[src/rtl/sdx_params.svh]
`ifndef SDX_PARAMS_SVH
`define SDX_PARAMS_SVH

// Datapath widths
`define SDX_DATA_W      16
`define SDX_ADDR_W      8

// Reset values
`define SDX_ACC_RST     16'h0000
`define SDX_PTR_RST     8'h00
`define SDX_FLAGS_RST   4'h0

// Flag vector bit positions
`define SDX_FLG_EX      3
`define SDX_FLG_L       2
`define SDX_FLG_Z       1
`define SDX_FLG_N       0

// Opcode group patterns
`define SDX_OP_MACA     2'b00
`define SDX_OP_MACS     2'b01
`define SDX_OP_LDADC    4'h8
`define SDX_OP_WR       4'h9
`define SDX_OP_ADD      4'ha
`define SDX_OP_SUB      4'hb
`define SDX_OP_PRE      3'b110
`define SDX_OP_CHG      3'b111
`define SDX_OP_DAC      8'he0

// Single pointer update codes
`define SDX_P_HOLD      2'b00
`define SDX_P_INC       2'b01
`define SDX_P_DECL      2'b10
`define SDX_P_TOP       2'b11

// Condition field codes
`define SDX_COND_ILL    2'b00
`define SDX_COND_ALWAYS 2'b01
`define SDX_COND_EX     2'b10
`define SDX_COND_N      2'b11

// Accumulator change operations
`define SDX_CHG_RRT     3'b000
`define SDX_CHG_RLT     3'b001
`define SDX_CHG_ASR     3'b010
`define SDX_CHG_ASL     3'b011
`define SDX_CHG_INC     3'b100
`define SDX_CHG_DEC     3'b101
`define SDX_CHG_NEG     3'b110
`define SDX_CHG_ABS     3'b111

`endif

[src/rtl/sdx_pkg.sv]
package sdx_pkg;

    // Pointer post-modify action
    typedef enum logic [1:0] {
        SDX_STEP_HOLD = 2'b00,
        SDX_STEP_INC  = 2'b01,
        SDX_STEP_DECL = 2'b10,
        SDX_STEP_INCL = 2'b11
    } sdx_step_e;

    // Decoded instruction class
    typedef enum logic [3:0] {
        SDX_CLS_NOP   = 4'h0,
        SDX_CLS_LDADC = 4'h1,
        SDX_CLS_WR    = 4'h2,
        SDX_CLS_DAC   = 4'h3,
        SDX_CLS_ADD   = 4'h4,
        SDX_CLS_SUB   = 4'h5,
        SDX_CLS_PRE   = 4'h6,
        SDX_CLS_MACA  = 4'h7,
        SDX_CLS_MACS  = 4'h8,
        SDX_CLS_CHG   = 4'h9
    } sdx_cls_e;

endpackage

[src/rtl/sdx_ptr_step.sv]
`timescale 1ns/1ps
// Next value of one data RAM pointer after its post-modify
module sdx_ptr_step
    import sdx_pkg::*;
#(
    parameter int AW = 8
) (
    // Current pointer and action
    input  wire logic [AW-1:0] ptr_cur,
    input  wire sdx_step_e     step,
    // Loop window: ones mark the bits that wrap
    input  wire logic [AW-1:0] loop_mask,
    // Result
    output logic      [AW-1:0] ptr_next
);

    localparam logic [AW-1:0] ONE = {{(AW-1){1'b0}}, 1'b1}; // Unit step

    logic [AW-1:0] ptr_up; // Plain increment
    logic [AW-1:0] ptr_dn; // Plain decrement

    assign ptr_up = ptr_cur + ONE;
    assign ptr_dn = ptr_cur - ONE;

    // Loop forms keep the bits above the window fixed
    always_comb begin
        case (step)
            SDX_STEP_HOLD: ptr_next = ptr_cur;
            SDX_STEP_INC:  ptr_next = ptr_up;
            SDX_STEP_DECL: ptr_next = (ptr_cur & ~loop_mask) | (ptr_dn & loop_mask);
            SDX_STEP_INCL: ptr_next = (ptr_cur & ~loop_mask) | (ptr_up & loop_mask);
            default:       ptr_next = ptr_cur;
        endcase
    end

endmodule // sdx_ptr_step

[src/rtl/sdx_dsp_exec.sv]
`timescale 1ns/1ps
`include "sdx_params.svh"
// Operation
// - Converter result into RAM, one cycle
// - Converter result register is never written
// - Accumulator stored to RAM, one cycle
// - Opcode bits 3:2 pick the single pointer
// - Each RAM bank has its own pointer pair
// - Store update: hold, inc, dec loop, illegal
// - Add/sub code 11 means increment loop
// - Accumulator copied to analog output register
// - Analog output register is write only
// - Add RAM word, update four flags
// - Subtract RAM word, update four flags
// - Preload both operands, clear accumulator
// - Preload bits 4 and 3 pick pointers
// - Three-bit preload pointer update table
// - Add product, reload operands, update pointers
// - Subtract product, reload operands, update pointers
// - Multiply bits 2,5 select; 1:0,4:3 update
// - Conditional accumulator change, eight operations
// - Condition field and flag update
// - Rotates pass through the link bit
module sdx_dsp_exec
    import sdx_pkg::*;
#(
    parameter int DW = `SDX_DATA_W,
    parameter int AW = `SDX_ADDR_W
) (
    // Clock and reset
    input  wire logic          clk_sys,
    input  wire logic          nrst,
    // Instruction stream
    input  wire logic          instr_valid,
    input  wire logic [7:0]    instr_byte,
    // Pointer preset port
    input  wire logic          ptr_load,
    input  wire logic [1:0]    ptr_load_sel,
    input  wire logic [AW-1:0] ptr_load_value,
    // Loop windows per bank
    input  wire logic [AW-1:0] ram0_loop_mask,
    input  wire logic [AW-1:0] ram1_loop_mask,
    // Converter registers
    input  wire logic [DW-1:0] adc_result,
    output logic      [DW-1:0] dac_data,
    output logic               dac_wr,
    // Data RAM bank 0
    output logic      [AW-1:0] ram0_addr,
    input  wire logic [DW-1:0] ram0_rdata,
    output logic               ram0_we,
    output logic      [DW-1:0] ram0_wdata,
    // Data RAM bank 1
    output logic      [AW-1:0] ram1_addr,
    input  wire logic [DW-1:0] ram1_rdata,
    output logic               ram1_we,
    output logic      [DW-1:0] ram1_wdata,
    // Datapath state
    output logic      [DW-1:0] acc,
    output logic      [3:0]    flags,
    output logic      [DW-1:0] mul_a,
    output logic      [DW-1:0] mul_b,
    output logic      [AW-1:0] ram0_ptr_a,
    output logic      [AW-1:0] ram0_ptr_b,
    output logic      [AW-1:0] ram1_ptr_a,
    output logic      [AW-1:0] ram1_ptr_b,
    output logic               illegal_op
);

    // Decoding
    sdx_cls_e          cls;          // Class of the current byte
    logic              legal;        // Encoding allowed
    logic              run;          // Instruction takes effect
    logic              cond_met;     // Change condition holds
    logic [1:0]        sel0;         // Pointer index serving bank 0
    logic [1:0]        sel1;         // Pointer index serving bank 1
    logic [DW-1:0]     opnd;         // Single RAM operand
    // Pointer file
    logic [AW-1:0]     ptr_q  [4];   // Pointers 0,1 bank 0; 2,3 bank 1
    logic [AW-1:0]     ptr_nx [4];   // Stepped values
    sdx_step_e         step   [4];   // Action per pointer
    // Arithmetic
    logic [2*DW-1:0]   prod;         // Full signed product
    logic [DW-1:0]     prod_q;       // Fractional product word
    logic [DW-1:0]     rhs;          // Second adder input
    logic              do_sub;       // Adder subtracts
    logic [DW:0]       sum;          // Adder result with carry
    logic [DW-1:0]     next_acc;     // Accumulator next value
    logic [3:0]        next_flags;   // Flags next value
    logic              acc_we;       // Accumulator load
    logic              flags_we;     // Flag load
    logic              mul_we;       // Operand reload

    // Group decode of one instruction byte
    function automatic sdx_cls_e decode_cls(input logic [7:0] op);
        if (op == `SDX_OP_DAC)
            return SDX_CLS_DAC;
        else if (op[7:6] == `SDX_OP_MACA)
            return SDX_CLS_MACA;
        else if (op[7:6] == `SDX_OP_MACS)
            return SDX_CLS_MACS;
        else if (op[7:4] == `SDX_OP_LDADC)
            return SDX_CLS_LDADC;
        else if (op[7:4] == `SDX_OP_WR)
            return SDX_CLS_WR;
        else if (op[7:4] == `SDX_OP_ADD)
            return SDX_CLS_ADD;
        else if (op[7:4] == `SDX_OP_SUB)
            return SDX_CLS_SUB;
        else if (op[7:5] == `SDX_OP_PRE)
            return SDX_CLS_PRE;
        else
            return SDX_CLS_CHG;
    endfunction

    // Two-bit update code of the single pointer forms
    function automatic sdx_step_e single_step(input logic [1:0] p, input logic top_loops);
        case (p)
            `SDX_P_HOLD: return SDX_STEP_HOLD;
            `SDX_P_INC:  return SDX_STEP_INC;
            `SDX_P_DECL: return SDX_STEP_DECL;
            default:     return top_loops ? SDX_STEP_INCL : SDX_STEP_HOLD;
        endcase
    endfunction

    // Flags of a result word, overflow and link given
    function automatic logic [3:0] make_flags(input logic [DW-1:0] r, input logic ov, input logic lk);
        logic [3:0] f;
        f = 4'h0;
        f[`SDX_FLG_EX] = ov;
        f[`SDX_FLG_L]  = lk;
        f[`SDX_FLG_Z]  = (r == '0);
        f[`SDX_FLG_N]  = r[DW-1];
        return f;
    endfunction

    // Class, legality and condition
    always_comb begin
        cls      = decode_cls(instr_byte);
        legal    = 1'b1;
        cond_met = 1'b1;
        case (cls)
            SDX_CLS_LDADC: legal = (instr_byte[1:0] == `SDX_P_HOLD);
            SDX_CLS_WR:    legal = (instr_byte[1:0] != `SDX_P_TOP);
            SDX_CLS_CHG: begin
                legal = (instr_byte[4:3] != `SDX_COND_ILL);
                case (instr_byte[4:3])
                    `SDX_COND_EX: cond_met = flags[`SDX_FLG_EX];
                    `SDX_COND_N:  cond_met = flags[`SDX_FLG_N];
                    default:      cond_met = 1'b1;
                endcase
            end
            default:       legal = 1'b1;
        endcase
    end

    assign run = instr_valid & legal & cond_met;

    // Pointer selection: bank 0 from 0/1, bank 1 from 2/3
    always_comb begin
        case (cls)
            SDX_CLS_PRE: begin
                sel0 = {1'b0, instr_byte[4]};
                sel1 = {1'b1, instr_byte[3]};
            end
            SDX_CLS_MACA, SDX_CLS_MACS: begin
                sel0 = {1'b0, instr_byte[2]};
                sel1 = {1'b1, instr_byte[5]};
            end
            default: begin
                sel0 = {1'b0, instr_byte[2]};
                sel1 = {1'b1, instr_byte[2]};
            end
        endcase
    end

    // RAM addresses follow the selected pointers
    assign ram0_addr = ptr_q[sel0];
    assign ram1_addr = ptr_q[sel1];

    // Bit 3 is the bank of the single pointer forms
    assign opnd = instr_byte[3] ? ram1_rdata : ram0_rdata;

    // RAM write: accumulator or converter result
    always_comb begin
        ram0_we    = 1'b0;
        ram1_we    = 1'b0;
        ram0_wdata = acc;
        ram1_wdata = acc;
        if (run && (cls == SDX_CLS_WR || cls == SDX_CLS_LDADC)) begin
            ram0_we = ~instr_byte[3];
            ram1_we = instr_byte[3];
            if (cls == SDX_CLS_LDADC) begin
                ram0_wdata = adc_result;
                ram1_wdata = adc_result;
            end
        end
    end

    // Pointer actions for this instruction
    always_comb begin
        for (int i = 0; i < 4; i++) begin
            step[i] = SDX_STEP_HOLD;
        end
        if (run) begin
            case (cls)
                SDX_CLS_WR: step[{instr_byte[3], instr_byte[2]}] = single_step(instr_byte[1:0], 1'b0);
                SDX_CLS_ADD, SDX_CLS_SUB: begin
                    step[{instr_byte[3], instr_byte[2]}] = single_step(instr_byte[1:0], 1'b1);
                end
                SDX_CLS_PRE: begin
                    case (instr_byte[2:0])
                        3'b000: begin step[sel0] = SDX_STEP_HOLD; step[sel1] = SDX_STEP_INC;  end
                        3'b001: begin step[sel0] = SDX_STEP_HOLD; step[sel1] = SDX_STEP_DECL; end
                        3'b010: begin step[sel0] = SDX_STEP_INC;  step[sel1] = SDX_STEP_HOLD; end
                        3'b011: begin step[sel0] = SDX_STEP_INC;  step[sel1] = SDX_STEP_INC;  end
                        3'b100: begin step[sel0] = SDX_STEP_INC;  step[sel1] = SDX_STEP_DECL; end
                        3'b101: begin step[sel0] = SDX_STEP_DECL; step[sel1] = SDX_STEP_HOLD; end
                        3'b110: begin step[sel0] = SDX_STEP_DECL; step[sel1] = SDX_STEP_INC;  end
                        default: begin step[sel0] = SDX_STEP_DECL; step[sel1] = SDX_STEP_DECL; end
                    endcase
                end
                SDX_CLS_MACA, SDX_CLS_MACS: begin
                    step[sel0] = sdx_step_e'(instr_byte[1:0]);
                    step[sel1] = sdx_step_e'(instr_byte[4:3]);
                end
                default: step[0] = SDX_STEP_HOLD;
            endcase
        end
    end

    // Pointer file with post-modify after the access
    generate
        for (genvar g = 0; g < 4; g++) begin : g_ptr
            sdx_ptr_step #(
                .AW(AW)
            ) u_step (
                .ptr_cur  (ptr_q[g]),
                .step     (step[g]),
                .loop_mask(g < 2 ? ram0_loop_mask : ram1_loop_mask),
                .ptr_next (ptr_nx[g])
            );

            // Preset port wins over an instruction update
            always_ff @(posedge clk_sys or negedge nrst) begin
                if (!nrst) begin
                    ptr_q[g] <= AW'(`SDX_PTR_RST);
                end else if (ptr_load && ptr_load_sel == 2'(g)) begin
                    ptr_q[g] <= ptr_load_value;
                end else begin
                    ptr_q[g] <= ptr_nx[g];
                end
            end
        end
    endgenerate

    assign ram0_ptr_a = ptr_q[0];
    assign ram0_ptr_b = ptr_q[1];
    assign ram1_ptr_a = ptr_q[2];
    assign ram1_ptr_b = ptr_q[3];

    // Signed multiplier, product taken as a fraction
    assign prod   = $signed(mul_a) * $signed(mul_b);
    assign prod_q = prod[2*DW-2 -: DW];

    // Shared adder for add, subtract and accumulate
    always_comb begin
        rhs    = opnd;
        do_sub = 1'b0;
        case (cls)
            SDX_CLS_SUB:  do_sub = 1'b1;
            SDX_CLS_MACA: rhs    = prod_q;
            SDX_CLS_MACS: begin
                rhs    = prod_q;
                do_sub = 1'b1;
            end
            default:      do_sub = 1'b0;
        endcase
        if (do_sub)
            sum = {1'b0, acc} - {1'b0, rhs};
        else
            sum = {1'b0, acc} + {1'b0, rhs};
    end

    // Accumulator and flag results
    always_comb begin
        next_acc   = acc;
        next_flags = flags;
        acc_we     = 1'b0;
        flags_we   = 1'b0;
        mul_we     = 1'b0;
        if (run) begin
            case (cls)
                SDX_CLS_ADD, SDX_CLS_SUB, SDX_CLS_MACA, SDX_CLS_MACS: begin
                    acc_we     = 1'b1;
                    flags_we   = 1'b1;
                    next_acc   = sum[DW-1:0];
                    next_flags = make_flags(sum[DW-1:0],
                        (acc[DW-1] ^ rhs[DW-1] ^ ~do_sub) & (sum[DW-1] ^ acc[DW-1]), sum[DW]);
                    mul_we     = (cls == SDX_CLS_MACA) || (cls == SDX_CLS_MACS);
                end
                SDX_CLS_PRE: begin
                    acc_we   = 1'b1;
                    next_acc = DW'(`SDX_ACC_RST);
                    mul_we   = 1'b1;
                end
                SDX_CLS_CHG: begin
                    acc_we   = 1'b1;
                    flags_we = 1'b1;
                    case (instr_byte[2:0])
                        `SDX_CHG_RRT: begin
                            next_acc   = {flags[`SDX_FLG_L], acc[DW-1:1]};
                            next_flags = make_flags(next_acc, 1'b0, acc[0]);
                        end
                        `SDX_CHG_RLT: begin
                            next_acc   = {acc[DW-2:0], flags[`SDX_FLG_L]};
                            next_flags = make_flags(next_acc, 1'b0, acc[DW-1]);
                        end
                        `SDX_CHG_ASR: begin
                            next_acc   = {acc[DW-1], acc[DW-1:1]};
                            next_flags = make_flags(next_acc, 1'b0, flags[`SDX_FLG_L]);
                        end
                        `SDX_CHG_ASL: begin
                            next_acc   = {acc[DW-2:0], 1'b0};
                            next_flags = make_flags(next_acc, acc[DW-1] ^ acc[DW-2], flags[`SDX_FLG_L]);
                        end
                        `SDX_CHG_INC: begin
                            next_acc   = acc + DW'(1);
                            next_flags = make_flags(next_acc, acc == {1'b0, {(DW-1){1'b1}}}, flags[`SDX_FLG_L]);
                        end
                        `SDX_CHG_DEC: begin
                            next_acc   = acc - DW'(1);
                            next_flags = make_flags(next_acc, acc == {1'b1, {(DW-1){1'b0}}}, flags[`SDX_FLG_L]);
                        end
                        `SDX_CHG_NEG: begin
                            next_acc   = DW'(0) - acc;
                            next_flags = make_flags(next_acc, acc == {1'b1, {(DW-1){1'b0}}}, flags[`SDX_FLG_L]);
                        end
                        default: begin
                            next_acc   = acc[DW-1] ? DW'(0) - acc : acc;
                            next_flags = make_flags(next_acc, acc == {1'b1, {(DW-1){1'b0}}}, flags[`SDX_FLG_L]);
                        end
                    endcase
                end
                default: acc_we = 1'b0; // flags untouched
            endcase
        end
    end

    // Accumulator register
    always_ff @(posedge clk_sys or negedge nrst) begin
        if (!nrst)
            acc <= DW'(`SDX_ACC_RST);
        else if (acc_we)
            acc <= next_acc;
    end

    // Flag register
    always_ff @(posedge clk_sys or negedge nrst) begin
        if (!nrst)
            flags <= `SDX_FLAGS_RST;
        else if (flags_we)
            flags <= next_flags;
    end

    // Multiplier operands reload after the product is used
    always_ff @(posedge clk_sys or negedge nrst) begin
        if (!nrst) begin
            mul_a <= '0;
            mul_b <= '0;
        end else if (mul_we) begin
            mul_a <= ram0_rdata;
            mul_b <= ram1_rdata;
        end
    end

    // Analog output register, no read path back
    always_ff @(posedge clk_sys or negedge nrst) begin
        if (!nrst) begin
            dac_data <= '0;
            dac_wr   <= 1'b0;
        end else begin
            dac_wr <= run && cls == SDX_CLS_DAC;
            if (run && cls == SDX_CLS_DAC)
                dac_data <= acc;
        end
    end

    // Pulse for a refused encoding
    always_ff @(posedge clk_sys or negedge nrst) begin
        if (!nrst)
            illegal_op <= 1'b0;
        else
            illegal_op <= instr_valid & ~legal;
    end

endmodule // sdx_dsp_exec

[config.mk]
export PLATFORM = sky130hd
export DESIGN_NAME = sdx_dsp_exec
export DESIGN_NICKNAME = d
export VERILOG_FILES = /design/src/rtl/sdx_pkg.sv /design/src/rtl/sdx_ptr_step.sv /design/src/rtl/sdx_dsp_exec.sv
export VERILOG_INCLUDE_DIRS = /design/src /design/src/rtl
export SDC_FILE = /design/constraint.sdc
export NUM_CORES = 1
export LEC_CHECK = 0
export BUFFER_PORTS_ARGS = -buffer_cell sky130_fd_sc_hd__clkbuf_2
export CORE_MARGIN = 1.5
export CORE_UTILIZATION = 60
export DETAILED_ROUTE_END_ITERATION = 12
export PLACE_DENSITY = 0.78
export SLEW_MARGIN = 20
export SYNTH_ARGS = -nofsm -noshare
export SYNTH_HDL_FRONTEND = slang
export SYNTH_HIERARCHICAL = 1
export SYNTH_SLANG_ARGS = --single-unit
[constraint.sdc]
create_clock -name clk_sys -period 11.47 [get_ports clk_sys]
set_input_delay 2.8675 -clock clk_sys [delete_from_list [all_inputs] [get_ports clk_sys]]
set_output_delay 2.8675 -clock clk_sys [all_outputs]
set_load 0.03 [all_outputs]
==> results of run 1 <==
==> registers in the layout, indices dropped and copies added (netlist names) <==
register    flops
flags           4
dac_wr          1
ram0_ptr_b      8
dac_data       16
acc            16
ram1_ptr_a      8
ram0_ptr_a      8
mul_b          16
ram1_ptr_b      8
illegal_op      1
mul_a          16
==> per-stage QoR <==
step | instance area [µm²] | util | setup WS (ns)
2_1_floorplan | 19600 | - | 2.88
3_3_place_gp | 20800 | 0.653 | 2.39
3_5_place_dp | 20900 | 0.654 | 2.21
4_1_cts | 21100 | 0.663 | 2.17
5_1_grt | 21200 | 0.664 | 1.52
6_report | 21200 | 0.664 | 2.07
==> area by class of cell <==
type / count / area (µm²) / share of cell area
antenna: 1 / 2.50 / 0.000118
tap: 435 / 544 / 0.0257
timing repair buffer: 251 / 1310 / 0.0621
clock buffer: 10 / 239 / 0.0113
sequential: 102 / 2550 / 0.121
multi-input combinational: 1720 / 15200 / 0.717
clock inverter: 6 / 51.3 / 0.00243
inverter: 342 / 1280 / 0.0607
==> critical path: cells and delay by family, from the launching register on <==
family	cells	cell delay, ns
buf+inv	5	0.28
flops	1	0.80
compound gates	10	2.49
simple gates	5	1.36
xor+xnor	3	0.53
fa+ha+maj	8	3.89
==> logic make-up (layout without fill, tap and decap cells) <==
logic type	Yosys count	after routing	share of synthesized area
xor gates and xnor gates	115	115	0.0514
buffers and inverters	472	609	0.0965
AOI/OAI and AO/OA	389	389	0.136
adders and majority gates	366	366	0.332
and+or+nand+nor	738	738	0.190
muxes	112	112	0.0634
other	0	1	0
DFF	102	102	0.130
==> how the worst min path moves through the flow <==
| stage | start | to |
|---|---|---|
| after floorplan | dac_data[10] | dac_data[10] |
| after global placement | dac_data[12] | dac_data[12] |
| after detailed placement | dac_data[8] | dac_data[8] |
| after CTS | dac_data[8] | dac_data[8] |
| after global routing | dac_data[8] | dac_data[8] |
| final | dac_data[1] | dac_data[1] |
==> layout by cell type, fill, tap and decap left out, types with 32 or more instances in the layout <==
master and n:
nand3_1 32, dfrtp_1 102, nor2_1 96, a21oi_1 90, fa_1 256, xnor2_1 89, nand2_1 289, clkbuf_2 236
ha_1 110, inv_1 337, and2_1 123, mux2_2 95, o21ai_0 86, nor3_1 45
==> routing by layer <==
layer | part of all wire | global-route usage | wire length (µm)
met1 | 0.39 | 0.450 | 22300
met2 | 0.49 | 0.588 | 27800
met3 | 0.085 | 0.0582 | 4790
met4 | 0.032 | 0.111 | 1830
met5 | 0.00046 | 0 | 26
==> metrics, run 1 <==
Slew Viols, Final=0; maximum clock path buffer count=2; cell taking the most area after synthesis=fa_1; Tcrit/Tclk final=0.820; Reg2Reg Setup Slack=2.07 ns; Worst-path clk slew=about 0.080 ns; largest net degree at the start of global routing=54; Worst Setup EP=flags[3]; dpl cells=2850; leading post-synthesis cells by cell area=fa_1 (26%), dfrtp_1 (13%), ha_1 (7.0%), inv_1 (6.5%), nand2_1 (5.5%); Main synth FF type=dfrtp_1; unrepaired setup endpoints after global routing=false; Worst Reg2Reg Path Length in Cells=31; CP Class=reg2reg; Die Y=around 180 µm; CP required=~12 ns; Hold Vio Cnt, Final=0; FILL cells=2713; GRT Total Usage=0.346; Final GP Congestion=0.962; net count reported at finish=2878; CTS root buffer=clkbuf_16; wire per inst=19.8 µm; FF-to-FF Start=mul_b[7]; min-delay worst type=reg2reg; grt ovf=0; die width=184 µm; # DRC=0; PostCTS Resize Cnt=0; Setup crit end kind=flop; post-CTS setup buffer count=0; Post-synth top cells=inv_1 (337), nand2_1 (289), fa_1 (256); Syn Std Cell Area=0.0196 mm²; row count=65; Synth cell types=between 90 and 100; total negative slack=0 ns; Port Buffer Count=around 240; Total Wirelength=roughly 57 mm; sequential area share after synthesis=0.130; Yosys Warn Count=6; Synth-to-Final Area Change=8.00%; I/O pins=roughly 240; vias post-DR=17387; Worst Setup SP=mul_b[7]; Async SR Flop Fraction=1.00; CTS sink cnt=102; most common cell in the netlist=inv_1; MaxCap Viol Count=0; minimum clock period=9.40 ns; WHS Path Cells=2; Seq cells post-synth=102; initial DRC count=between 1500 and 2000; Post-Syn Nets=2746; CTS tree=done; Initial Util=0.614; hold_ws=0.489 ns; hpwl dp=44.1 mm; fmax=~0.11 GHz; top cell type's share of synthesized area=0.262; run status=finished clean; Num CTS Buffers=9; post-route ant nets=0; clk_skew=0.0124 ns; worst skew pair latency=0.38 ns; routed vias/inst=between 6 and 7; vias in the first global route=17325; slowest stage delay, CP=0.80 ns; Finish-stage setup viols=0; worst-margin pin slew=between 1 and 1.5 ns; Post-Layout Cell Count=2867; H-tree Lvls=3; Worst path slowest cell=dfrtp_1; DIE AREA=0.0337 mm²; proportion of layout cells with a drive suffix above 1=0.166; Post-synth EDFFs=0; drt first pass iters=5; Critical Path AT=9.72 ns; CP most frequent cell=fa_1; Core Area=0.0319 mm²; initial antenna violation count=3; CP Max Fanout=18; cells after synthesis=2294; R2R Path End=flags[3]; first-pass GRT wire length=91.8 mm; worst rel slew slack=0.300; startpoint types=flop; cts hold-fix bufs=0; Syn Area/Cell=about 8.5 µm²
Power of run 1 is not shown: default switching activity piles up to over one toggle a cycle in this logic, so the estimate is an artifact.
==> run 2, diff against run 1 <==
Settings changed: CORE_UTILIZATION 60 to 56, PLACE_DENSITY 0.78 to 0.76.
Clock period 11.47 ns to 8.11 ns, I/O delays scaled along.
==> metrics, run 2 (same netlist as run 1, synthesis figures left out) <==
run status=complete, but fails checks; failing checks=negative setup slack; initial antenna violation count=2 (-1); pre-CTS setup slack=-0.223 ns (-2.43 ns); grt ovf=0 (unchanged); routed vias/inst=5.97 (-1.5%); CTS sink cnt=102 (unchanged); first-pass GRT wire length=99.0 mm (+7.8%); clk_skew=0.0129 ns (+0.000489 ns); CP Max Fanout=6 (-12); Die Y=190 µm (+3.5%); vias in the first global route=18753 (+8.2%); min-delay worst type=reg2reg; CP required=8.44 ns (-3.35 ns); slowest stage delay, CP=0.60 ns (-0.20 ns); Tcrit/Tclk final=1.03 (+0.205); fmax=0.120 GHz (+13%); proportion of layout cells with a drive suffix above 1=0.292 (+0.126); largest net degree at the start of global routing=59 (+9.3%); vias post-DR=18472 (+6.2%); most common cell after layout, fill and taps aside=inv_1; Num CTS Buffers=9 (unchanged); Port Buffer Count=237 (unchanged); worst skew pair latency=0.40 ns (+0.02 ns); dpl cells=3023 (+6.1%); die width=190 µm (+3.5%); fin util=0.681 (+0.0178); post-route ant nets=0 (unchanged); Worst-path clk slew=0.09 ns (about the same); Total Wirelength=62.5 mm (+10%); Setup WS post-layout=-0.205 ns (-2.27 ns); drt first pass iters=5 (unchanged); row count=68 (+4.6%); Post-Layout Cell Count=3092 (+7.8%); worst-margin pin slew=1.11 ns (+0.0725 ns); Hold Vio Cnt, Final=0 (unchanged); Slew Viols, Final=0 (unchanged); DIE AREA=0.0361 mm² (+7.0%); MaxCap Viol Count=0 (unchanged); Core Area=0.0345 mm² (+8.1%); minimum clock period=8.31 ns (-1.09 ns); Reg2Reg Setup Slack=-0.20 ns (-2.27 ns); CP Class=reg2reg; Critical Path AT=8.64 ns (-1.08 ns); CP most frequent cell=fa_1; initial DRC count=1605 (+1.7%); GRT Total Usage=0.350 (+0.00396); # DRC=0 (unchanged); most frequent cells in the layout=inv_1 (318), nand2_1 (280), fa_1 (239), clkbuf_2 (236), buf_4 (196); Setup crit end kind=flop; CTS tree=done; net count reported at finish=3079 (+7.0%); startpoint types=flop; Finish-stage setup viols=9 (+9); worst rel slew slack=0.255 (-0.0457); maximum clock path buffer count=2 (unchanged); unrepaired setup endpoints after global routing=true; I/O pins=238 (unchanged); Initial Util=0.568 (-0.0460); CTS root buffer=clkbuf_16; Final GP Congestion=0.946 (-1.7%); wire per inst=20.2 µm (+2.3%); Worst path slowest cell=fa_1; H-tree Lvls=3 (unchanged); hpwl dp=47.9 mm (+8.6%); total negative slack=-1.01 ns (-1.01 ns); Synth-to-Final Area Change=19.9%
## run 2: changes by cell type in the layout (fill, tap and decap cells not counted), moves of 13 or more
cell,before,now
inv_1,337,318
o21ai_0,86,73
inv_2,1,20
dfrtp_1,102,75
buf_6,0,17
fa_2,0,17
dfrtp_2,0,27
fa_1,256,239
buf_4,14,196
ha_1,110,95
a21oi_1,90,73
## run 2: layout make-up
class	count	area, µm²
Multi-Input combinational cell	1720	15800
Inverter	342	1280
Clock buffer	9	225
Fill cell	2697	11000
Antenna cell	5	12.5
Clock inverter	7	66.3
Sequential cell	102	2590
Timing Repair Buffer	452	2890
Tap cell	455	569
## run 2: worst max-delay path: cells and delay by family, from the launching register on
kind | cells | cell delay (ns)
AO/OA/AOI/OAI | 9 | 1.77
AND/OR/NAND/NOR | 6 | 1.47
adder cells (fa/ha/maj) | 9 | 3.94
XOR/XNOR | 1 | 0.17
flip-flops | 1 | 0.46
buffers and inverters | 5 | 0.44
## run 2: path summary, 6_finish.rpt
kind / start / to / cells past startpoint
worst max-delay path: mul_a[5] / flags[3] / 30
worst min-delay path: dac_data[7] / dac_data[7] / 2
worst max register to register: mul_a[5] / flags[3] / 30
worst min register to register: dac_data[7] / dac_data[7] / 2
max in group asynchronous: nrst / dac_data[6] / 2
min in group asynchronous: nrst / ram0_ptr_a[5] / 1
## run 2: metal layers
metal	wire, µm	part of all wire	track usage	vias to the layer above
met4	2740	0.044	0.140	0
met5	0	0	0	-
met1	24600	0.39	0.436	9098
met3	4760	0.076	0.0655	228
met2	30400	0.49	0.597	913
li1	-	-	-	8233
## run 2: what timing repair did
action	CTS	global route
hold buffers	0	0
setup buffers	35	14
pin swaps	110	53
setup endpoints to repair	9	9
resized for setup	112	59
## run 2: per-stage QoR
stage / instance area, µm² / hold WS [ns]
2_1_floorplan: 19800 / 0.650
3_3_place_gp: 22200 / 0.460
3_5_place_dp: 22200 / 0.472
4_1_cts: 23100 / 0.491
5_1_grt: 23500 / 0.504
6_report: 23500 / 0.487
Power of run 2 is left out for the same reason.
==> run 3, diff against run 2 <==
--- a/config.mk
+++ b/config.mk
@@ -9,3 +9,3 @@
 export BUFFER_PORTS_ARGS = -buffer_cell sky130_fd_sc_hd__clkbuf_2
-export CORE_MARGIN = 1.5
+export CORE_MARGIN = 2
 export CORE_UTILIZATION = 56
==> constraint.sdc (replaced) <==
create_clock -name clk_sys -period 8.11 [get_ports clk_sys]
set_input_delay 0.4055 -clock clk_sys [delete_from_list [all_inputs] [get_ports clk_sys]]
set_output_delay 0.4055 -clock clk_sys [all_outputs]
set_load 0.03 [all_outputs]
==> metrics, run 3 (same netlist as run 1, synthesis figures left out) <==
Worst path slowest cell=fa_1; initial antenna violation count=2 (unchanged); design area=0.0234 mm² (-0.35%); CP most frequent cell=fa_1; routed vias/inst=5.97 (-0.13%); Slew Viols, Final=0 (unchanged); critical path's top delay family=adder cells; MaxCap Viol Count=0 (unchanged); FF-to-FF Start=mul_b[4]; Hold Vio Cnt, Final=0 (unchanged); Die Y=191 µm (+0.53%); Setup crit end kind=flop; die width=191 µm (+0.53%); fmax=0.120 GHz (-0.17%); hold_ws=0.229 ns (-0.259 ns); worst rel slew slack=0.296 (+0.0409); initial DRC count=1689 (+5.2%); DIE AREA=0.0365 mm² (+1.1%); proportion of layout cells with a drive suffix above 1=0.281 (-0.0109); vias post-DR=18359 (-0.61%); first-pass GRT wire length=98.8 mm (-0.19%); I/O pins=238 (unchanged); maximum clock path buffer count=2 (unchanged); min-delay worst type=in2reg; Finish-stage setup viols=9 (unchanged); WHS Path Cells=2 (unchanged); Reg2Reg Setup Slack=-0.22 ns (about the same); Core Area=0.0345 mm² (unchanged); CP Class=reg2reg; run status=complete, but fails checks; slowest stage delay, CP=0.56 ns (-0.04 ns); GRT Total Usage=0.345 (-0.00505); area of the multi-input gates=0.0158 mm² (-0.11%); CP Max Fanout=5 (-1); Worst-path clk slew=0.09 ns (about the same); CTS root buffer=clkbuf_16; largest net degree at the start of global routing=72 (+22%); most frequent cells in the layout=inv_1 (321), nand2_1 (282), fa_1 (248), clkbuf_2 (236), buf_4 (186); Tcrit/Tclk final=1.03 (+0.00175); drt first pass iters=6 (+1); row count=68 (unchanged); Seq. cell area=0.00258 mm² (about the same); Worst Setup SP=mul_b[4]; Worst Reg2Reg Path Length in Cells=35 (+17%); hold_sp=instr_valid; most common cell after layout, fill and taps aside=inv_1; worst skew pair latency=0.40 ns (about the same); R2R Path End=flags[2]; CTS sink cnt=102 (unchanged); Final GP Congestion=0.938 (-0.82%); Setup WS post-layout=-0.219 ns (-0.0142 ns); grt ovf=0 (unchanged); Critical Path AT=8.59 ns (-0.05 ns); minimum clock period=8.33 ns (+0.0142 ns); WP buf/inv=8 (+3); fin util=0.679 (-0.00240); H-tree Lvls=3 (unchanged); vias in the first global route=18573 (-0.96%); CP required=8.38 ns (-0.06 ns); startpoint types=flop; total negative slack=-0.938 ns (+0.0769 ns); hpwl dp=47.9 mm (about the same); Synth-to-Final Area Change=19.4%; unrepaired setup endpoints after global routing=true; wire per inst=20.1 µm (-0.69%); worst-margin pin slew=1.05 ns (-0.0620 ns); Initial Util=0.568 (unchanged); failing checks=negative setup slack; Port Buffer Count=237 (unchanged); post-route ant nets=0 (unchanged); net count reported at finish=3067 (-0.39%); Placement Cell Area=0.0222 mm² (+0.16%); Total Wirelength=61.8 mm (-1.2%); CTS tree=done; FILL cells=2712 (+0.56%); # DRC=0 (unchanged); clk_skew=0.0206 ns (+0.00770 ns); Num CTS Buffers=9 (unchanged); Hold EP=illegal_op
run 3: area by class of cell:
| type | count | area share |
|---|---|---|
| multi-input cells | 1720 | 0.676 |
| repair buffers | 440 | 0.120 |
| flip-flops and latches | 102 | 0.110 |
| inverters | 342 | 0.0549 |
| well taps | 455 | 0.0243 |
| clock buffers | 11 | 0.0104 |
| clock inverters | 5 | 0.00374 |
| diodes | 2 | 0.000214 |
run 3: how the worst max path moves through the flow:
| stage | endpoint | cells after the start |
|---|---|---|
| 6_report | flags[2] | 35 |
| 5_1_grt | flags[2] | 35 |
| 4_1_cts | flags[2] | 32 |
| 3_5_place_dp | acc[14] | 35 |
| 3_3_place_gp | acc[14] | 34 |
| 2_1_floorplan | flags[3] | 32 |
run 3: metal layers:
| layer | vias to the layer above | global-route usage | part of all wire |
|---|---|---|---|
| met5 | - | 0 | 0 |
| met4 | 0 | 0.135 | 0.045 |
| met3 | 201 | 0.0536 | 0.079 |
| met2 | 942 | 0.582 | 0.49 |
| met1 | 8995 | 0.444 | 0.39 |
| li1 | 8221 | - | - |
run 3: stage by stage:
stage / worst slack (ns) / std cells
after floorplan: 0.0166 / 2294
after global placement: -0.0661 / 3026
final: -0.219 / 3077
after global routing: -0.494 / 3076
after detailed placement: -0.211 / 3026
after CTS: -0.0432 / 3066
run 3: repair_timing:
| item | 4_1_cts | 5_1_grt |
|---|---|---|
| endpoints found under the hold margin | 31 | 0 |
| hold buffers | 1 | 0 |
| setup endpoints to repair | 9 | 11 |
| setup buffers | 23 | 9 |
| gates cloned | 0 | 0 |
| pin swaps | 97 | 66 |
| resized for setup | 94 | 57 |
Power of run 3 is left out for the same reason.
